**src/rtl/mcsp_pkg.sv**
```systemverilog
// Functional notes
// - Writing the main select bit switches the main clock glitch-free, then sets select status.
// - Select status with its mask bit set raises the interrupt request.
// - Fast RC is the main source at reset and on every Wait mode entry.
// - The frequency meter counts only the selected main clock.
// - Stable source, selection change or restart write restarts the meter at slow rise.
// - The sixteenth slow falling edge stops the meter and sets the ready flag.
// - PLL output is slow clock times multiplier plus one.
// - Multiplier or enable field zero powers the PLL down two slow cycles later.
// - PLL re-enable or change clears lock, counts lock count down on slow clock.
// - Half-divide bit in the master clock register divides the PLL clock by two.
// - The multiplier sent to the PLL is clamped to the ceiling field.
// - After reset the fast RC runs at its 8 MHz setting.
// - Slow clock source choice disables whichever slow oscillator is unused.
// - Crystal enable clears stable flag, counts startup on slow clock over 8.
// - RC frequency change clears RC stable and, while RC is the selected source, stops the main clock until settled.
package mcsp_pkg;
   localparam logic [7:0] OFS_MAIN_OSC  = 8'h00;
   localparam logic [7:0] OFS_STATUS    = 8'h04;
   localparam logic [7:0] OFS_FREQ_MTR  = 8'h08;
   localparam logic [7:0] OFS_MCK       = 8'h0C;
   localparam logic [7:0] OFS_IRQ_MASK  = 8'h10;
   localparam logic [7:0] OFS_PLL_CFG   = 8'h14;
   localparam logic [7:0] OFS_PLL_MAX   = 8'h18;
   // main_osc_reg fields
   localparam int BIT_XT_EN   = 0;
   localparam int BIT_XT_BYP  = 1;
   localparam int BIT_RC_EN   = 3;
   localparam int POS_RC_FREQ = 4;
   localparam int POS_XT_ST   = 8;
   localparam int BIT_SEL     = 24;
   // pm_status_reg and irq_mask_reg fields
   localparam int BIT_XT_STB  = 0;
   localparam int BIT_LOCK    = 1;
   localparam int BIT_MCK_RDY = 3;
   localparam int BIT_SEL_STS = 16;
   localparam int BIT_RC_STB  = 17;
   // freq_meter_reg fields
   localparam int BIT_MF_RDY  = 16;
   localparam int BIT_RESTART = 20;
   // master_clk_reg fields
   localparam int BIT_HALF    = 12;
   // pll_config_reg fields
   localparam int POS_PLL_EN  = 0;
   localparam int POS_LOCK_CT = 8;
   localparam int POS_MUL     = 16;
   // Reset values
   localparam logic [2:0] RST_RC_FREQ = 3'h0;
   localparam logic       RST_RC_EN   = 1'b1;
   // Counts in slow clock cycles; SW_EDGES counts new-source clock edges
   localparam int MEAS_PERIODS  = 16;
   localparam int XT_PRESCALE   = 8;
   localparam int PLL_OFF_DELAY = 2;
   localparam int SW_EDGES      = 2;
   typedef enum logic [1:0] {
      SW_IDLE = 2'b00,
      SW_STOP = 2'b01,
      SW_SYNC = 2'b11
   } mcsp_sw_e;
endpackage

```
**src/rtl/mcsp_main_clock.sv**
```systemverilog
`timescale 1ns/10ps
module mcsp_main_clock
   import mcsp_pkg::*;
#(
   parameter int MUL_W = 11,
   parameter int LCK_W = 6,
   parameter int MF_W  = 16
) (
   input  wire logic             ref_clk_i,
   input  wire logic             rst_i,
   input  wire logic             ce_i,
   input  wire logic [7:0]       addr_i,
   input  wire logic [31:0]      wdata_i,
   input  wire logic             wr_i,
   input  wire logic             rd_i,
   output logic      [31:0]      rdata_o,
   input  wire logic             rc_clk_i,
   input  wire logic             xtal_clk_i,
   input  wire logic             rc_ready_i,
   input  wire logic             slow_clk_i,
   input  wire logic             wait_mode_i,
   input  wire logic             slow_xtal_sel_i,
   output logic                  main_clk_o,
   output logic                  rc_osc_en_o,
   output logic      [2:0]       rc_freq_sel_o,
   output logic                  xtal_osc_en_o,
   output logic                  xtal_bypass_o,
   output logic                  slow_rc_en_o,
   output logic                  slow_xtal_en_o,
   output logic                  pll_pwr_o,
   output logic      [MUL_W-1:0] pll_mult_o,
   output logic                  pll_div2_o,
   output logic      [1:0]       mck_src_o,
   output logic                  irq_o
);
   function automatic logic hit(input logic [7:0] a, input logic [7:0] ofs);
      hit = (a == ofs);
   endfunction

   logic             rc_en, rc_stb, rc_wait, xt_en, xt_byp, xt_stb, sel_tgt, sel_cur, sel_sts, gate;
   logic [2:0]       rc_freq, xt_pre;
   logic [7:0]       xt_st, xt_cnt;
   logic             xt_run, slow_q, src_q, mclk, mf_pend, mf_run, mf_rdy, rc_stb_q, xt_stb_q;
   logic [MF_W-1:0]  mf_cnt;
   logic [4:0]       mf_falls;
   logic [1:0]       sw_cnt, off_cnt, mck_src;
   mcsp_sw_e         sw_st;
   logic [7:0]       pll_en;
   logic [LCK_W-1:0] lock_ct, lock_cnt;
   logic [MUL_W-1:0] mul, ceil, mul_out;
   logic             lock, pll_pwr, half, mck_rdy, mck_pend, irq, slow_rc, slow_xt;
   logic [31:0]      mask, rdata;

   logic             next_rc_en, next_rc_stb, next_rc_wait, next_xt_en, next_xt_byp, next_xt_stb;
   logic             next_sel_tgt, next_sel_cur, next_sel_sts, next_gate, next_xt_run, next_mclk;
   logic [2:0]       next_rc_freq, next_xt_pre;
   logic [7:0]       next_xt_st, next_xt_cnt, next_pll_en;
   logic             next_mf_pend, next_mf_run, next_mf_rdy, next_lock, next_pll_pwr, next_half;
   logic             next_mck_rdy, next_mck_pend, next_irq;
   logic [MF_W-1:0]  next_mf_cnt;
   logic [4:0]       next_mf_falls;
   logic [1:0]       next_sw_cnt, next_off_cnt, next_mck_src;
   mcsp_sw_e         next_sw_st;
   logic [LCK_W-1:0] next_lock_ct, next_lock_cnt;
   logic [MUL_W-1:0] next_mul, next_ceil, next_mul_out;
   logic [31:0]      next_mask, next_rdata, status;

   logic slow_rise, slow_fall, cur_lvl, tgt_lvl, pll_on, new_on, pll_chg;
   logic wr_mor, wr_mcfr, wr_mck, wr_pll, wr_max;

   assign slow_rise = slow_clk_i & ~slow_q;
   assign slow_fall = ~slow_clk_i & slow_q;
   assign cur_lvl   = sel_cur ? xtal_clk_i : rc_clk_i;
   assign tgt_lvl   = sel_tgt ? xtal_clk_i : rc_clk_i;
   assign wr_mor    = wr_i & hit(addr_i, OFS_MAIN_OSC);
   assign wr_mcfr   = wr_i & hit(addr_i, OFS_FREQ_MTR);
   assign wr_mck    = wr_i & hit(addr_i, OFS_MCK);
   assign wr_pll    = wr_i & hit(addr_i, OFS_PLL_CFG);
   assign wr_max    = wr_i & hit(addr_i, OFS_PLL_MAX);
   assign pll_on    = (mul != '0) && (pll_en != 8'h00);
   assign new_on    = (wdata_i[POS_MUL +: MUL_W] != '0) && (wdata_i[POS_PLL_EN +: 8] != 8'h00);
   assign pll_chg   = (wr_pll && new_on) || (wr_max && pll_on);

   always_comb begin
      status = '0;
      status[BIT_XT_STB]  = xt_stb;
      status[BIT_LOCK]    = lock;
      status[BIT_MCK_RDY] = mck_rdy;
      status[BIT_SEL_STS] = sel_sts;
      status[BIT_RC_STB]  = rc_stb;
   end

   always_comb begin
      next_rc_en = rc_en;     next_rc_freq = rc_freq; next_rc_stb = rc_stb;   next_rc_wait = rc_wait;
      next_xt_en = xt_en;     next_xt_byp = xt_byp;   next_xt_st = xt_st;     next_xt_stb = xt_stb;
      next_xt_cnt = xt_cnt;   next_xt_pre = xt_pre;   next_xt_run = xt_run;   next_sel_tgt = sel_tgt;
      next_sel_cur = sel_cur; next_sel_sts = sel_sts; next_gate = gate;       next_sw_st = sw_st;
      next_sw_cnt = sw_cnt;   next_mf_pend = mf_pend; next_mf_run = mf_run;   next_mf_rdy = mf_rdy;
      next_mf_cnt = mf_cnt;   next_mf_falls = mf_falls;
      next_pll_en = pll_en;   next_mul = mul;         next_ceil = ceil;       next_lock_ct = lock_ct;
      next_lock_cnt = lock_cnt; next_lock = lock;     next_pll_pwr = pll_pwr; next_off_cnt = off_cnt;
      next_half = half;       next_mck_src = mck_src; next_mck_rdy = mck_rdy; next_mck_pend = mck_pend;
      next_mask = mask;       next_rdata = '0;

      // Oscillator control
      if (wr_mor) begin
         next_xt_byp  = wdata_i[BIT_XT_BYP];
         next_xt_st   = wdata_i[POS_XT_ST +: 8];
         next_sel_tgt = wdata_i[BIT_SEL];
         next_rc_en   = wdata_i[BIT_RC_EN];
         next_xt_en   = wdata_i[BIT_XT_EN];
         if (!wdata_i[BIT_RC_EN]) begin
            next_rc_stb  = 1'b0;
            next_rc_wait = 1'b0;
         end else if (!rc_en || wdata_i[POS_RC_FREQ +: 3] != rc_freq) begin
            next_rc_freq = wdata_i[POS_RC_FREQ +: 3];
            next_rc_stb  = 1'b0;
            next_rc_wait = 1'b1;
         end
         if (wdata_i[BIT_XT_EN] && !xt_en) begin
            next_xt_stb = 1'b0;
            next_xt_cnt = wdata_i[POS_XT_ST +: 8];
            next_xt_pre = '0;
            next_xt_run = 1'b1;
         end else if (!wdata_i[BIT_XT_EN]) begin
            next_xt_stb = 1'b0;
            next_xt_run = 1'b0;
         end
      end
      if (wait_mode_i)
         next_sel_tgt = 1'b0;
      // RC must see a slow edge before its ready is trusted after a change
      if (rc_wait && slow_rise && rc_ready_i && !wr_mor) begin
         next_rc_wait = 1'b0;
         next_rc_stb  = 1'b1;
      end
      if (xt_run && slow_rise && !(wr_mor && !wdata_i[BIT_XT_EN])) begin
         next_xt_pre = xt_pre + 3'h1;
         if (xt_pre == 3'(XT_PRESCALE - 1)) begin
            if (xt_cnt <= 8'h01) begin
               next_xt_cnt = 8'h00;
               next_xt_stb = 1'b1;
               next_xt_run = 1'b0;
            end else begin
               next_xt_cnt = xt_cnt - 8'h01;
            end
         end
      end

      // Glitch-free switch: park low on old source, then wait new-source edges
      case (sw_st)
         SW_IDLE: begin
            if (next_sel_tgt != sel_cur) begin
               next_sel_sts = 1'b0;
               next_sw_st   = SW_STOP;
            end
         end
         SW_STOP: begin
            if (!cur_lvl) begin
               next_gate   = 1'b0;
               next_sw_cnt = '0;
               next_sw_st  = SW_SYNC;
            end
         end
         SW_SYNC: begin
            if (next_sel_tgt != sel_tgt) begin
               next_sw_cnt = '0;
            end else if (tgt_lvl && !src_q) begin
               // Absent crystal never gives edges: status stays low
               next_sw_cnt = sw_cnt + 2'h1;
               if (sw_cnt == 2'(SW_EDGES - 1)) begin
                  next_sel_cur = sel_tgt;
                  next_gate    = 1'b1;
                  next_sel_sts = 1'b1;
                  next_mf_pend = 1'b1;
                  next_sw_st   = SW_IDLE;
               end
            end
         end
         default: next_sw_st = SW_IDLE;
      endcase
      next_mclk = gate && cur_lvl && !(rc_wait && !sel_cur);

      // Frequency meter
      if ((rc_stb && !rc_stb_q && !sel_cur) || (xt_stb && !xt_stb_q && sel_cur) ||
          (wr_mcfr && wdata_i[BIT_RESTART]))
         next_mf_pend = 1'b1;
      if (mf_pend && slow_rise) begin
         next_mf_pend  = 1'b0;
         next_mf_run   = 1'b1;
         next_mf_rdy   = 1'b0;
         next_mf_cnt   = '0;
         next_mf_falls = '0;
      end else if (mf_run) begin
         if (next_mclk && !mclk)
            next_mf_cnt = mf_cnt + 1'b1;
         if (slow_fall) begin
            next_mf_falls = mf_falls + 5'h01;
            if (mf_falls == 5'(MEAS_PERIODS - 1)) begin
               next_mf_run = 1'b0;
               next_mf_rdy = 1'b1;
            end
         end
      end

      // PLL
      if (wr_pll) begin
         next_pll_en  = wdata_i[POS_PLL_EN +: 8];
         next_lock_ct = wdata_i[POS_LOCK_CT +: LCK_W];
         next_mul     = wdata_i[POS_MUL +: MUL_W];
      end
      if (wr_max)
         next_ceil = wdata_i[MUL_W-1:0];
      next_mul_out = (next_mul > next_ceil) ? next_ceil : next_mul;
      if (pll_chg) begin
         next_lock     = 1'b0;
         next_lock_cnt = wr_pll ? wdata_i[POS_LOCK_CT +: LCK_W] : lock_ct;
         next_pll_pwr  = 1'b1;
         next_off_cnt  = '0;
      end else if (wr_pll) begin
         next_lock    = 1'b0;
         next_off_cnt = 2'(PLL_OFF_DELAY);
      end else begin
         if (pll_on && !lock && slow_rise) begin
            if (lock_cnt == '0)
               next_lock = 1'b1;
            else
               next_lock_cnt = lock_cnt - 1'b1;
         end
         if (off_cnt != 2'h0 && slow_rise) begin
            next_off_cnt = off_cnt - 2'h1;
            if (off_cnt == 2'h1)
               next_pll_pwr = 1'b0;
         end
      end

      // Master clock register
      if (wr_mck) begin
         next_mck_src  = wdata_i[1:0];
         next_half     = wdata_i[BIT_HALF];
         next_mck_rdy  = 1'b0;
         next_mck_pend = 1'b1;
      end else if (mck_pend && slow_rise) begin
         next_mck_pend = 1'b0;
         next_mck_rdy  = 1'b1;
      end
      if (wr_i && hit(addr_i, OFS_IRQ_MASK))
         next_mask = wdata_i;
      next_irq = |(status & mask);

      if (rd_i) begin
         if (hit(addr_i, OFS_MAIN_OSC)) begin
            next_rdata[BIT_XT_EN]           = xt_en;
            next_rdata[BIT_XT_BYP]          = xt_byp;
            next_rdata[BIT_RC_EN]           = rc_en;
            next_rdata[POS_RC_FREQ +: 3]    = rc_freq;
            next_rdata[POS_XT_ST +: 8]      = xt_st;
            next_rdata[BIT_SEL]             = sel_tgt;
         end else if (hit(addr_i, OFS_STATUS)) begin
            next_rdata = status;
         end else if (hit(addr_i, OFS_FREQ_MTR)) begin
            next_rdata[MF_W-1:0]  = mf_cnt;
            next_rdata[BIT_MF_RDY] = mf_rdy;
         end else if (hit(addr_i, OFS_MCK)) begin
            next_rdata[1:0]      = mck_src;
            next_rdata[BIT_HALF] = half;
         end else if (hit(addr_i, OFS_IRQ_MASK)) begin
            next_rdata = mask;
         end else if (hit(addr_i, OFS_PLL_CFG)) begin
            next_rdata[POS_PLL_EN +: 8]      = pll_en;
            next_rdata[POS_LOCK_CT +: LCK_W] = lock_ct;
            next_rdata[POS_MUL +: MUL_W]     = mul;
         end else if (hit(addr_i, OFS_PLL_MAX)) begin
            next_rdata[MUL_W-1:0] = ceil;
         end
      end
   end

   always_ff @(posedge ref_clk_i or posedge rst_i) begin
      if (rst_i) begin
         rc_en <= RST_RC_EN; rc_freq <= RST_RC_FREQ; rc_stb <= 1'b1; rc_wait <= 1'b0;
         xt_en <= 1'b0; xt_byp <= 1'b0; xt_st <= 8'h00; xt_stb <= 1'b0; xt_cnt <= 8'h00;
         xt_pre <= 3'h0; xt_run <= 1'b0;
         sel_tgt <= 1'b0; sel_cur <= 1'b0; sel_sts <= 1'b0; gate <= 1'b1; sw_st <= SW_IDLE;
         sw_cnt <= 2'h0; slow_q <= 1'b0; src_q <= 1'b0; mclk <= 1'b0; rc_stb_q <= 1'b1; xt_stb_q <= 1'b0;
         mf_pend <= 1'b1; mf_run <= 1'b0; mf_rdy <= 1'b0; mf_cnt <= '0; mf_falls <= 5'h00;
         pll_en <= 8'h00; mul <= '0; ceil <= '1; lock_ct <= '0; lock_cnt <= '0; lock <= 1'b0;
         pll_pwr <= 1'b0; off_cnt <= 2'h0; mul_out <= '0; half <= 1'b0; mck_src <= 2'h1;
         mck_rdy <= 1'b1; mck_pend <= 1'b0; mask <= '0; irq <= 1'b0; rdata <= '0;
         slow_rc <= 1'b1; slow_xt <= 1'b0;
      end else if (ce_i) begin
         rc_en <= next_rc_en; rc_freq <= next_rc_freq; rc_stb <= next_rc_stb; rc_wait <= next_rc_wait;
         xt_en <= next_xt_en; xt_byp <= next_xt_byp; xt_st <= next_xt_st; xt_stb <= next_xt_stb;
         xt_cnt <= next_xt_cnt; xt_pre <= next_xt_pre; xt_run <= next_xt_run;
         sel_tgt <= next_sel_tgt; sel_cur <= next_sel_cur; sel_sts <= next_sel_sts; gate <= next_gate;
         sw_st <= next_sw_st; sw_cnt <= next_sw_cnt; slow_q <= slow_clk_i; src_q <= tgt_lvl;
         mclk <= next_mclk; rc_stb_q <= rc_stb; xt_stb_q <= xt_stb;
         mf_pend <= next_mf_pend; mf_run <= next_mf_run; mf_rdy <= next_mf_rdy;
         mf_cnt <= next_mf_cnt; mf_falls <= next_mf_falls;
         pll_en <= next_pll_en; mul <= next_mul; ceil <= next_ceil; lock_ct <= next_lock_ct;
         lock_cnt <= next_lock_cnt; lock <= next_lock; pll_pwr <= next_pll_pwr; off_cnt <= next_off_cnt;
         mul_out <= next_mul_out; half <= next_half; mck_src <= next_mck_src;
         mck_rdy <= next_mck_rdy; mck_pend <= next_mck_pend; mask <= next_mask; irq <= next_irq;
         rdata <= next_rdata;
         slow_rc <= !slow_xtal_sel_i;
         slow_xt <= slow_xtal_sel_i;
      end
   end

   assign rdata_o        = rdata;
   assign main_clk_o     = mclk;
   assign rc_osc_en_o    = rc_en;
   assign rc_freq_sel_o  = rc_freq;
   assign xtal_osc_en_o  = xt_en;
   assign xtal_bypass_o  = xt_byp;
   assign slow_rc_en_o   = slow_rc;
   assign slow_xtal_en_o = slow_xt;
   assign pll_pwr_o      = pll_pwr;
   assign pll_mult_o     = mul_out;
   assign pll_div2_o     = half;
   assign mck_src_o      = mck_src;
   assign irq_o          = irq;
endmodule

```
**config.mk**
```make
export PLATFORM = sky130hd
export DESIGN_NAME = mcsp_main_clock
export DESIGN_NICKNAME = d
export VERILOG_FILES = /design/src/rtl/mcsp_pkg.sv /design/src/rtl/mcsp_main_clock.sv
export SDC_FILE = /design/constraint.sdc
export NUM_CORES = 1
export LEC_CHECK = 0
export BUFFER_PORTS_ARGS = -buffer_cell sky130_fd_sc_hd__buf_4
export CORE_MARGIN = 10
export CORE_UTILIZATION = 45
export CTS_CLUSTER_DIAMETER = 100
export DETAILED_ROUTE_END_ITERATION = 7
export GPL_TIMING_DRIVEN = 0
export HOLD_SLACK_MARGIN = 0.08
export PLACE_DENSITY = 0.64
export SLEW_MARGIN = 20
export SYNTH_ARGS = -nofsm -noshare
export SYNTH_HDL_FRONTEND = slang
export SYNTH_SLANG_ARGS = --single-unit
```
**constraint.sdc**
```tcl
create_clock -name ref_clk_i -period 5.1 [get_ports ref_clk_i]
set_clock_uncertainty 0.05 [all_clocks]
set_input_delay 0.255 -clock ref_clk_i [delete_from_list [all_inputs] [get_ports ref_clk_i]]
set_output_delay 0.255 -clock ref_clk_i [all_outputs]
set_load 0.02 [all_outputs]
```
After elaboration in Yosys (flattened, before gate mapping)
Index checks and enable logic that the tools add are counted.

Input bits: 51. Memory bits (writable): 0. Bits in read-only memories: 0. Memories: 0. Latch bits: 0. Flip-flop bits (word level): 195. Logic and storage cells: 296.

Order comparisons: 2. Reductions and logical operators: 93. Muxes and demuxes: 113. Eq/ne operators: 25. Shift operators: 0. Add/subtract/negate cells: 7. $mul: 0. Divide/modulo/power cells: 0. Bitwise gates (word level): 11.

Operators with widths (number): 11-bit two-way mux (7); 32-bit two-way mux (2); 1-bit two-way mux (56); 8-bit two-way mux (7); 16-bit two-way mux (3); 18-bit by 32-bit bitwise AND with 32-bit output (1); 32-bit OR reduction (1); 6-bit two-way mux (5); 2-bit two-way mux (14); 2-bit nonzero test (14); 1-bit logical AND (27); 8-bit by 5-bit == test with 1-bit output, second input constant (3); 11-bit nonzero test (2); 5-bit two-way mux (4); 4-bit AND reduction (5); 19-bit two-way mux (1); 6-bit AND reduction (3); 3-bit nonzero test (6); 17-bit two-way mux (1); 16-bit by 1-bit adder with 16-bit output, second input constant (1); 8-bit by 4-bit == test with 1-bit output, second input constant (2); 8-bit nonzero test (2); 15-bit two-way mux (1); 3-bit AND reduction (5); 35 further kinds (78).

Longest topological paths before layout
Gate-level depths: netlist (run 1).

Depth after elaboration: 9. Gate-level depth with buffers: 14. Depth with buffers taken out: 11.

Worst setup path after synthesis (run 1)
No wires, ideal clock.

Kind: input -> register. Start: input addr_i[2]. End: register mul_out[0], in the netlist pll_mult_o[0]. Setup slack: 2070 ps. Data arrival time: 2859 ps. Cell stages on the path: 12. Path buffers: 3. Data required time: 4929 ps. Cells stage by stage: buf_4 > nor4b_2 > nand4_1 > buf_1 > mux2i_1 > ha_1 > or3_1 > o211ai_1 > a21oi_1 > clkbuf_1 > nand2b_1 > a22o_1.

Cells in the longest elaborated chain, start to end: 5.

Ends and longest elaborated chain: start, declared (RTL line mcsp_main_clock.sv:12) `input wire logic [7:0] addr_i,`; 8-bit by 5-bit == test with 1-bit output (RTL line mcsp_main_clock.sv:37) `hit = (a == ofs);`; 1-bit bitwise AND, on equally long branches (RTL line mcsp_main_clock.sv:78, mcsp_main_clock.sv:79); 11-bit two-way mux, on equally long branches (RTL line mcsp_main_clock.sv:207, mcsp_main_clock.sv:212); 11-bit > comparator (RTL line mcsp_main_clock.sv:214) `next_mul_out = (next_mul > next_ceil) ? next_ceil : next_mul;`; 11-bit two-way mux (*) (RTL line mcsp_main_clock.sv:214); end signal, assigned (RTL line mcsp_main_clock.sv:302) `mul_out <= next_mul_out; half <= next_half; mck_src <= next_mck_src;`; end, declared (RTL line mcsp_main_clock.sv:50) `logic [MUL_W-1:0] mul, ceil, mul_out;`.

Every way passes the cells marked *; elsewhere a longest branch is shown, timed or not. A chain may end at the register's enable or synchronous reset.

Final worst setup path (run 1)
Start: input addr_i[3]. End: register mul_out[0], in the netlist pll_mult_o[0].

Cells in the longest elaborated chain, start to end: 5.

Ends and longest elaborated chain: 8-bit by 5-bit == test with 1-bit output (RTL line mcsp_main_clock.sv:37); 1-bit bitwise AND (RTL line mcsp_main_clock.sv:78) `assign wr_pll = wr_i & hit(addr_i, OFS_PLL_CFG);`; 11-bit two-way mux (RTL line mcsp_main_clock.sv:207) `if (wr_pll) begin`; named net next_mul[6] (RTL line mcsp_main_clock.sv:65) `logic [MUL_W-1:0] next_mul, next_ceil, next_mul_out;`; 11-bit > comparator (RTL line mcsp_main_clock.sv:214); 11-bit two-way mux (RTL line mcsp_main_clock.sv:214).

The timed path passes the listed nets, and every way through them passes these cells.

==> summary.md, run 1 <==
| Metric | Value |
|---|---|
| CP max stage delay | 0.68 ns |
| PortBufs | 106 |
| H-tree depth | 4 |
| Required time of the critical path | 5.38 ns |
| Total negative setup slack | 0 ns |
| DP HPWL | 24,200 um |
| Largest net degree at the start of global routing | 34 |
| Achievable Freq | 0.273 GHz |
| VDD IR max | 0.000183 V |
| Synth Flop Type | dfrtp_1 |
| Gr ovfl total | 0 |
| Max Root-Sink Buffers | 2 |
| Maxcap violations | 0 |
| R2R depth | 6 |
| Final #Nets | 1,164 |
| Final Hold Fails | 0 |
| Post-route cell area | 0.0122 mm^2 |
| Via density | 6.02 |
| DRT iter0 DRCs | 716 |
| Die ar. | 0.0286 mm^2 |
| Clock-pin slew on the worst setup and hold paths | 0.07 ns |
| Clock Sinks | 195 |
| FP Rows | 54 |
| Mapped Area | 0.0100 mm^2 |
| Pins Over Slew Limit | 0 |
| Synth Area per Inst | 10.8 um^2 |
| Die height | 169 um |
| Initial Utilization | 45.9% |
| Multi-input logic area | 0.00481 mm^2 |
| Drt first pass iters | 5 |
| Die Width | 169 um |
| Placer Congestion | 0.940 |
| EDFF count, synth | 0 |
| CTS root buf | clkbuf_16 |
| R2R Setup Slk | 2.43 ns |
| Max stage delay cell, worst path | nor4_2 |
| Gate power share | 17.2% |
| Final non-filler cell total | 1,383 |
| Hold WC Path Type | in2reg |
| Switch Pwr | 1.16 mW |
| Dpl cells | 1,320 |
| Minimum clock period | 3.67 ns |
| Cell count after synthesis | 927 |
| First-pass GRT wire length | 50,000 um |
| Layout cells sized above 1 | 26.0% |
| Layout area overhead | 22.3% |
| Busiest grt layer | met2 |
| Crit path cell chain | buf_4 > nor4_2 > nand4_1 > buf_1 > mux2_2 > ha_1 > nand4_1 > nor2_1 > o221ai_1 > a21oi_1 > clkbuf_1 > a21oi_1 > a22o_1 |
| Total Power | 3.91 mW |
| Clk pwr share | 36.1% |
| Vias in the first global route | 8,388 |
| Seq/Total Area, Yosys | 49.0% |
| Ys Warns | 0 |
| Number of synthesized register bits | 195 |
| Post-CTS Setup Bufs | 0 |
| Worst hold slack | 0.103 ns |
| Worst hold path cell count | 2 |
| Syn nets | 1,001 |
| Fill cells | 1,934 |
| Dpl cell area | 0.0113 mm^2 |
| I/O Pins | 108 |
| Post-route ant nets | 0 |
| Sw Share | 29.7% |
| Antenna violations before repair | 0 |
| Post-Route WL | 32,400 um |
| Unrepaired setup endpoints after global routing | no |
| Core area | 0.0218 mm^2 |
| Setup violators final | 0 |
| Antenna cells | 0 |
| Met3 track demand over resource | 4.42% |
| Status | finished, final reports clean |
| Rel. slew slack | 19.3% |
| Yosys top cell by area | dfrtp_1 |
| Slew @ Worst Pin | 1.21 ns |
| Tcrit/Tclk final | 71.9% |
| Routing usage on met2 | 35.4% |
| Yosys top cell area share | 44.0% |
| Worst-path maximum fanout | 10 |
| Avg WL per Cell | 23.5 um |
| Synth area leaders | dfrtp_1 44%, mux2_2 10%, dfstp_2 5.0%, ha_1 2.9%, nor2_1 2.8% |
| Vias | 8,322 |
| Flop pwr share | 46.8% |
| Path type of the worst setup path | in2reg |
| CTS Buf Count | 17 |
| Data arrival, critical path | 3.94 ns |
| CTS tree | yes |
| Pwr dens | 319 mW/mm^2 |
| # DRC | 0 |
| Leakage | 5.79 nW |
| Clk_lat worst skew | 0.45 ns |
| Met1 usage | 30.0% |
| Cell Int Power | 2.75 mW |
| Async set-or-reset flop fraction in the synthesized netlist | 100% |
| Critical path launch point type | input pin |
| Register cell area after layout | 0.00490 mm^2 |
| Distinct cell type count after synthesis | 74 |
| Worst Setup End Kind | flip-flop |
| Gr usage total | 22.5% |
==> logic make-up after synthesis <==
logic type	synth area share, %
flops	49.0
xor+xnor	1.75
buf+inv	2.90
fa+ha+maj	2.88
mux	12.8
simple gates	13.7
compound gates	17.0
==> state kept, by name, summed over array words and instances, names as in the netlist, 3 cells and up <==
signal / cells
xt_cnt: 8
pll_en: 8
mul: 11
xt_st: 8
pll_mult_o: 11
mask: 32
rdata_o: 32
ceil: 11
rc_freq_sel_o: 3
mf_cnt: 16
mf_falls: 5
lock_ct: 6
xt_pre: 3
lock_cnt: 6
==> final timing paths <==
path	start	to
worst min register to register	rdata_o[7]$_DFFE_PP0P_	rdata_o[7]$_DFFE_PP0P_
worst min-delay path	wdata_i[3]	mask[3]$_DFFE_PP0P_
worst max register to register	pll_en[3]$_DFFE_PP0P_	off_cnt[1]$_DFFE_PP0P_
worst max-delay path	addr_i[3]	pll_mult_o[0]$_DFFE_PP0P_
min in group asynchronous	rst_i	rdata_o[13]$_DFFE_PP0P_
max in group asynchronous	rst_i	rc_stb_q$_DFFE_PP1P_
==> cell usage after synthesis (7+ instances only) <==
cell	number
nand2b_1	12
dfrtp_1	176
clkbuf_1	27
xor2_1	13
buf_2	7
xnor2_1	7
ha_1	23
mux2_2	92
a21oi_1	43
a22o_1	13
nor3_1	23
dfstp_2	19
a221o_1	7
nand4_1	13
nor4_1	9
o2bb2ai_1	29
nand3_1	21
a221oi_1	11
and3_1	10
a21o_1	17
inv_1	27
nand2_1	57
o21ai_0	38
a22oi_1	22
mux2i_1	24
nor2_1	74
a31oi_1	10
==> critical path: cells and delay by family <==
family          cells  cell delay (ns)
buf+inv             3             0.94
mux                 1             0.40
simple gates        4             1.31
fa+ha+maj           1             0.30
compound gates      4             0.74
==> final cells by class <==
class / instances / area share (%)
clock buffer: 19 / 3.70
sequential: 195 / 40.1
clock inverter: 13 / 1.32
inverter: 29 / 0.920
multi-input combinational: 661 / 39.3
tap: 280 / 2.86
timing repair buffer: 144 / 10.3
buffer: 42 / 1.48
==> per-layer routing <==
metal | up-vias | wire [um]
li1 | 3799 | -
met1 | 4186 | 14200
met2 | 293 | 15200
met3 | 44 | 2140
met4 | 0 | 983
met5 | - | 0
==> power groups by stage <==
| stage | Combinational (mW) | Sequential (mW) | Clock, mW |
|---|---|---|---|
| floorplan | 0.426 | 1.82 | 0 |
| global placement | 0.618 | 1.85 | 0 |
| finish | 0.671 | 1.83 | 1.41 |
| global route | 0.755 | 1.84 | 1.50 |
| detailed placement | 0.646 | 1.85 | 0 |
| CTS | 0.671 | 1.82 | 1.43 |
==> timing repair <==
action | CTS | global route
hold endpoints to repair | 101 | 0
gates resized for setup | 0 | 0
hold buffers | 31 | 0
==> stage by stage <==
stage | util (%) | setup WS (ns)
2_1_floorplan | - | 2.07
3_3_place_gp | 51.1 | 0.981
3_5_place_dp | 51.8 | 1.12
4_1_cts | 56.1 | 1.49
5_1_grt | 56.1 | 1.20
6_report | 56.1 | 1.43
==> layout by cell type (no fill, tap or decap), types with 5 or more instances in the layout <==
cell,count
nand3_1,21
o21ai_0,38
nand2b_1,12
buf_12,5
o2bb2ai_1,29
dfrtp_1,176
ha_1,23
and3_1,10
xnor2_1,7
a31oi_1,10
or3_1,6
inv_1,26
o221ai_1,5
a22o_1,13
mux2_2,92
nor2_1,74
buf_2,7
xor2_1,13
nor3_1,23
a21o_1,17
clkinv_4,5
a21oi_1,43
dfstp_2,19
o211ai_1,6
nor4_1,9
clkbuf_1,27
nand2_1,57
nand4_1,13
mux2i_1,24
dlygate4sd3_1,31
buf_4,110
a221o_1,7
a221oi_1,11
clkbuf_16,17
a22oi_1,22
(Power assumes the default switching activity.)
==> run 2: changes to the inputs <==
==> constraint.sdc (replaced) <==
create_clock -name ref_clk_i -period 3 [get_ports ref_clk_i]
set_clock_uncertainty 0.05 [all_clocks]
set_input_delay 0.15 -clock ref_clk_i [delete_from_list [all_inputs] [get_ports ref_clk_i]]
set_output_delay 0.15 -clock ref_clk_i [all_outputs]
set_load 0.02 [all_outputs]
==> run 2 against run 1 <==
Effect of this change:
- worst hold slack improved by 0.019 ns
- combinational power rose by 73%
- global-route usage rose by 0.12 points
- critical path depth did not move
- core utilization rose by 0.79 points
- clock power rose by 70%
- first-iteration DRC count fell by 12%
- sequential power rose by 70%
- total power rose by 71%
- die area did not move
- critical endpoint unchanged
- largest power group unchanged
- highest routed layer unchanged
==> summary.md, run 2 (same netlist as run 1, synthesis figures left out) <==
| Metric | Value |
|---|---|
| Status | finished, final reports clean (unchanged) |
| Post-route ant nets | 0 (unchanged) |
| Final Hold Fails | 0 (unchanged) |
| Clk_lat worst skew | 0.44 ns (was 0.45 ns) |
| Pins Over Slew Limit | 0 (unchanged) |
| Gr usage total | 22.6% (was 22.5%) |
| Layout area overhead | 24.0% (was 22.3%) |
| Most frequent cells in the layout | 176 x dfrtp_1, 115 x buf_4, 92 x mux2_2 (was 176 x dfrtp_1, 110 x buf_4, 92 x mux2_2) |
| Most common cell after layout, fill and taps aside | dfrtp_1 (unchanged) |
| Post-layout util | 56.9% (was 56.1%) |
| Achievable Freq | 0.353 GHz |
| Busiest grt layer | met2 (unchanged) |
| R2R depth | 6 (unchanged) |
| Die height | 169 um (unchanged) |
| DP HPWL | 24,200 um (unchanged) |
| Antenna violations before repair | 1 (was 0) |
| Met3 track demand over resource | 4.42% (unchanged) |
| Critical path launch point type | input pin (unchanged) |
| Core area | 0.0218 mm^2 (unchanged) |
| Vias in the first global route | 8,441 (was 8,388) |
| CTS root buf | clkbuf_16 (unchanged) |
| Largest net degree at the start of global routing | 34 (unchanged) |
| Path type of the worst setup path | in2reg (unchanged) |
| Tcrit/Tclk final | 94.4% |
| DRT iter0 DRCs | 630 (was 716) |
| Placer Congestion | 0.940 (unchanged) |
| PortBufs | 106 (unchanged) |
| Routing usage on met2 | 35.5% (was 35.4%) |
| Die ar. | 0.0286 mm^2 (unchanged) |
| CTS tree | yes (unchanged) |
| CTS Buf Count | 17 (unchanged) |
| Hold WC Path Type | in2reg (unchanged) |
| Initial Utilization | 45.9% (unchanged) |
| Worst Setup End Kind | flip-flop (unchanged) |
| VDD IR max | 0.000314 V (was 0.000183 V) |
| Max Root-Sink Buffers | 2 (unchanged) |
| Minimum clock period | 2.83 ns |
| Leakage | 5.86 nW (was 5.79 nW) |
| Met1 usage | 30.2% (was 30.0%) |
| Clock Sinks | 195 (unchanged) |
| Worst-path maximum fanout | 10 (unchanged) |
| I/O Pins | 108 (unchanged) |
| Data arrival, critical path | 3.11 ns (was 3.94 ns) |
| H-tree depth | 4 (unchanged) |
| Final #Nets | 1,178 (was 1,164) |
| # DRC | 0 (unchanged) |
| Vias | 8,420 (was 8,322) |
| Slew @ Worst Pin | 1.22 ns (was 1.21 ns) |
| Die Width | 169 um (unchanged) |
| Clock-pin slew on the worst setup and hold paths | 0.07 ns (about the same) |
| Layout cells sized above 1 | 27.0% (was 26.0%) |
| Drt first pass iters | 5 (unchanged) |
| Worst hold path cell count | 4 (was 2) |
| Setup violators final | 0 (unchanged) |
| Post-Route WL | 32,600 um (was 32,400 um) |
| Required time of the critical path | 3.28 ns (was 5.38 ns) |
| Avg WL per Cell | 23.3 um (was 23.5 um) |
| Total Power | 6.67 mW (was 3.91 mW) |
| Pwr dens | 537 mW/mm^2 (was 319 mW/mm^2) |
| First-pass GRT wire length | 50,300 um (was 50,000 um) |
| Via density | 6.02 (about the same) |
| Maxcap violations | 0 (unchanged) |
| FP Rows | 54 (unchanged) |
| Gr ovfl total | 0 (unchanged) |
| Rel. slew slack | 18.5% (was 19.3%) |
## run 2: cell types whose count changed in the layout (fill, tap and decap cells not counted), sizes merged
| cell | before | now |
|---|---|---|
| clkbuf | 46 | 44 |
| dlygate4sd3 | 31 | 40 |
| buf | 128 | 135 |
| diode | 0 | 1 |
## run 2: repair_timing
action | CTS | global route
endpoints found under the hold margin | 150 | 0
hold buffers | 40 | 0
endpoints found under the setup margin | 11 | 18
setup buffers | 0 | 5
pin swaps | 1 | 3
resized for setup | 7 | 8
## run 2: where the power goes
group	internal (mW)	switching, mW
combinational	0.499	0.662
sequential	2.88	0.226
clock	1.30	1.10
## run 2: metrics by stage
stage / setup TNS, ns / cells / setup slack (ns) / hold slack, ns / area (um^2)
after global routing: -0.00938 / 1398 / -0.00938 / 0.160 / 12400
final: 0 / 1398 / 0.169 / 0.122 / 12400
after floorplan: 0 / 927 / 0.0749 / 0.163 / 10000
after detailed placement: -8.44 / 1320 / -0.870 / 0.130 / 11300
after CTS: 0 / 1392 / 0.00235 / 0.110 / 12300
after global placement: -185.42 / 1313 / -1.01 / 0.260 / 11200
## run 2: path summary, 6_finish.rpt
| kind | slack (ns) | from | end |
|---|---|---|---|
| setup / recovery | 0.17 | addr_i[7] | pll_mult_o[0]$_DFFE_PP0P_ |
| hold / removal | 0.12 | xtal_clk_i | main_clk_o$_DFFE_PP0P_ |
| setup reg to reg | 0.33 | slow_q$_DFFE_PP0P_ | lock_cnt[5]$_DFFE_PP0P_ |
| hold reg to reg | 0.44 | rdata_o[2]$_DFFE_PP0P_ | rdata_o[2]$_DFFE_PP0P_ |
| max in group asynchronous | 1.63 | rst_i | rc_stb_q$_DFFE_PP1P_ |
| min in group asynchronous | 0.22 | rst_i | rdata_o[10]$_DFFE_PP0P_ |
## run 2: critical path, cell delays in order
cell and delay (ns):
buf_4 0.13, nor4_4 0.41, nand4_1 0.27, buf_2 0.30, mux2_2 0.33, ha_1 0.30
nand4_1 0.09, nor2_1 0.16, o221ai_1 0.18, a21oi_1 0.21, buf_2 0.25, a21oi_1 0.09
a22o_1 0.23
## run 2: layer usage
layer	vias up	wire length [um]	share of wire [%]
li1	3826	-	-
met4	0	1060	3.3
met1	4241	14200	44
met2	304	15100	46
met3	49	2220	6.8
met5	-	0	0
## run 2: final cells by class
type | instances | area, um^2
clock buffers | 19 | 453
multi-input cells | 661 | 4850
flip-flops and latches | 195 | 4900
repair buffers | 158 | 1390
diodes | 1 | 2.50
inverters | 29 | 113
clock inverters | 13 | 161
plain buffers | 42 | 189
fillers | 1913 | 9410
well taps | 280 | 350
==> run 3: changes to the inputs <==
--- a/config.mk
+++ b/config.mk
@@ -6,13 +6,15 @@
 export NUM_CORES = 1
 export LEC_CHECK = 0
 export BUFFER_PORTS_ARGS = -buffer_cell sky130_fd_sc_hd__buf_4
+export CELL_PAD_IN_SITES_DETAIL_PLACEMENT = 1
+export CELL_PAD_IN_SITES_GLOBAL_PLACEMENT = 1
 export CORE_MARGIN = 10
-export CORE_UTILIZATION = 45
+export CORE_UTILIZATION = 42
 export CTS_CLUSTER_DIAMETER = 100
 export DETAILED_ROUTE_END_ITERATION = 7
 export GPL_TIMING_DRIVEN = 0
 export HOLD_SLACK_MARGIN = 0.08
-export PLACE_DENSITY = 0.64
+export PLACE_DENSITY = 0.74
 export SLEW_MARGIN = 20
 export SYNTH_ARGS = -nofsm -noshare
 export SYNTH_HDL_FRONTEND = slang
==> run 3 against run 2 <==
Effect of this change:
- the run now ends with negative setup slack left
- maximum frequency is 5.6% lower
- worst hold slack got worse by 0.021 ns
- non-clock buffer count decreased by 3
- critical endpoint unchanged
==> summary.md, run 3 (same netlist as run 1, synthesis figures left out) <==
| Metric | Value |
|---|---|
| Cell Int Power | 4.51 mW (was 4.68 mW) |
| Avg WL per Cell | 24.7 um (was 23.3 um) |
| Required time of the critical path | 3.30 ns (was 3.28 ns) |
| Fill cells | 2,545 (was 1,913) |
| Gr usage total | 23.2% (was 22.6%) |
| Final Hold Fails | 0 (unchanged) |
| Setup crit start | addr_i[3] (was addr_i[7]) |
| Gate power share | 17.6% (was 17.4%) |
| Via density | 5.96 (was 6.02) |
| Register cell area after layout | 0.00490 mm^2 (unchanged) |
| Die Width | 174 um (was 169 um) |
| H-tree depth | 4 (unchanged) |
| Die height | 174 um (was 169 um) |
| Slew @ Worst Pin | 1.05 ns (was 1.22 ns) |
| FP Rows | 56 (was 54) |
| Layout cells sized above 1 | 26.9% (was 27.0%) |
| Pins Over Slew Limit | 0 (unchanged) |
| Violated checks | negative setup slack |
| R2R depth | 6 (unchanged) |
| Data arrival, critical path | 3.30 ns (was 3.11 ns) |
| Rel. slew slack | 29.9% (was 18.5%) |
| Post-route cell area | 0.0124 mm^2 (about the same) |
| Final #Nets | 1,175 (was 1,178) |
| Reg2reg start | slow_q$_DFFE_PP0P_ (unchanged) |
| Dpl cell area | 0.0113 mm^2 (about the same) |
| Sw Share | 32.4% (was 29.8%) |
| Post-place setup slack | -1.05 ns (was -0.870 ns) |
| CTS root buf | clkbuf_16 (unchanged) |
| Placer Congestion | 0.885 (was 0.940) |
| CTS tree | yes (unchanged) |
| Max Root-Sink Buffers | 2 (unchanged) |
| Hold WC Path Type | in2async (was in2reg) |
| I/O Pins | 108 (unchanged) |
| CP Capture Point | pll_mult_o[0]$_DFFE_PP0P_ (unchanged) |
| Clock-pin slew on the worst setup and hold paths | 0.08 ns (was 0.07 ns) |
| Achievable Freq | 0.333 GHz (was 0.353 GHz) |
| Core area | 0.0235 mm^2 (was 0.0218 mm^2) |
| Final setup margin | -0.000427 ns (was 0.169 ns) |
| Clk_lat worst skew | 0.47 ns (was 0.44 ns) |
| Worst-path maximum fanout | 10 (unchanged) |
| Status | finished with violations (was finished, final reports clean) |
| Die ar. | 0.0304 mm^2 (was 0.0286 mm^2) |
| Switch Pwr | 2.16 mW (was 1.98 mW) |
| Maxcap violations | 0 (unchanged) |
| CTS Buf Count | 17 (unchanged) |
| Setup violators final | 1 (was 0) |
| Minimum clock period | 3.00 ns (was 2.83 ns) |
| Post-Route WL | 35,400 um (was 32,600 um) |
| Clock Sinks | 195 (unchanged) |
| Worst hold slack | 0.101 ns (was 0.122 ns) |
| Worst R2R End | lock_cnt[5]$_DFFE_PP0P_ (unchanged) |
| Vias | 8,550 (was 8,420) |
| Multi-input logic area | 0.00485 mm^2 (about the same) |
| Antenna violations before repair | 1 (unchanged) |
| Most common cell after layout, fill and taps aside | dfrtp_1 (unchanged) |
| Initial Utilization | 42.6% (was 45.9%) |
| R2R Setup Slk | 0.18 ns (was 0.33 ns) |
| Leakage | 5.83 nW (was 5.86 nW) |
| Gr ovfl total | 0 (unchanged) |
| Tcrit/Tclk final | 100% (was 94.4%) |
| VDD IR max | 0.000258 V (was 0.000314 V) |
| DP HPWL | 26,300 um (was 24,200 um) |
| Layout area overhead | 24.0% (about the same) |
| Total Power | 6.67 mW (about the same) |
| Clk pwr share | 35.7% (was 36.0%) |
| Flop pwr share | 46.7% (was 46.6%) |
| DRT iter0 DRCs | 670 (was 630) |
| Vias in the first global route | 9,139 (was 8,441) |
| Worst Setup End Kind | flip-flop (unchanged) |
| PortBufs | 106 (unchanged) |
| Largest net degree at the start of global routing | 33 (was 34) |
| First-pass GRT wire length | 54,800 um (was 50,300 um) |
| # DRC | 0 (unchanged) |
| Post-route ant nets | 0 (unchanged) |
| Pwr dens | 537 mW/mm^2 (about the same) |
| Most frequent cells in the layout | 176 x dfrtp_1, 113 x buf_4, 92 x mux2_2 (was 176 x dfrtp_1, 115 x buf_4, 92 x mux2_2) |
| Path type of the worst setup path | in2reg (unchanged) |
| Critical path launch point type | input pin (unchanged) |
| Drt first pass iters | 5 (unchanged) |
[run 3: area by class of cell]
cell class                 instances  share of cell area, %
inverter                          29                  0.908
timing repair buffer             155                   10.9
tap                              319                   3.22
buffer                            42                   1.52
clock buffer                      17                   3.43
clock inverter                    15                   1.45
sequential                       195                   39.5
multi-input combinational        661                   39.1
antenna                            1                 0.0202
[run 3: timing repair]
| item | in CTS | in global routing |
|---|---|---|
| gates resized for setup | 7 | 5 |
| hold buffers | 39 | 0 |
| buffers inserted | 0 | 3 |
| setup endpoints to repair | 11 | 25 |
| hold endpoints to repair | 196 | 0 |
| pin swaps | 1 | 2 |
[run 3: through the flow]
step	TNS, ns	util, %	std cells
floorplan	0	-	927
global placement	-200.34	47.7	1352
detailed placement	-10.24	48.3	1359
CTS	-0.0604	52.7	1430
global route	-0.102	52.9	1434
finish	-0.000427	52.9	1434
[run 3: worst max-delay path, stage by stage]
cell      delay [ns]
buf_4           0.14
nor4_4          0.47
nand4_1         0.18
buf_4           0.20
clkbuf_2        0.24
mux2_2          0.37
ha_1            0.29
nand4_1         0.09
nor2_1          0.17
o221ai_1        0.19
a21oi_1         0.22
clkbuf_2        0.25
a21oi_1         0.10
a22o_1          0.23
[run 3: power groups by stage]
stage / Sequential, mW / Clock, mW / Combinational [mW]
floorplan: 3.10 / 0 / 0.724
global placement: 3.14 / 0 / 1.05
detailed placement: 3.15 / 0 / 1.13
CTS: 3.11 / 2.41 / 1.18
global route: 3.15 / 2.52 / 1.32
finish: 3.11 / 2.38 / 1.18
[run 3: worst min-delay path by stage]
stage	start	slack [ns]	cells after the start	endpoint
floorplan	slow_xtal_sel_i	0.16	1	slow_rc_en_o$_DFFE_PP1P_
global placement	slow_xtal_sel_i	0.27	2	slow_rc_en_o$_DFFE_PP1P_
detailed placement	rst_i	0.02	2	xt_cnt[7]$_DFFE_PP0P_
CTS	rd_i	0.09	3	rdata_o[11]$_DFFE_PP0P_
global route	rd_i	0.1	3	rdata_o[11]$_DFFE_PP0P_
finish	rst_i	0.10	3	xt_cnt[7]$_DFFE_PP0P_
[run 3: per-layer routing]
metal | up-vias | wire length [um] | part of all wire [%] | global-route usage (%)
met3 | 62 | 1610 | 4.5 | 4.44
li1 | 3806 | - | - | -
met4 | 0 | 1090 | 3.1 | 8.34
met5 | - | 0 | 0 | 0
met2 | 250 | 17200 | 49 | 38.0
met1 | 4432 | 15500 | 44 | 29.8
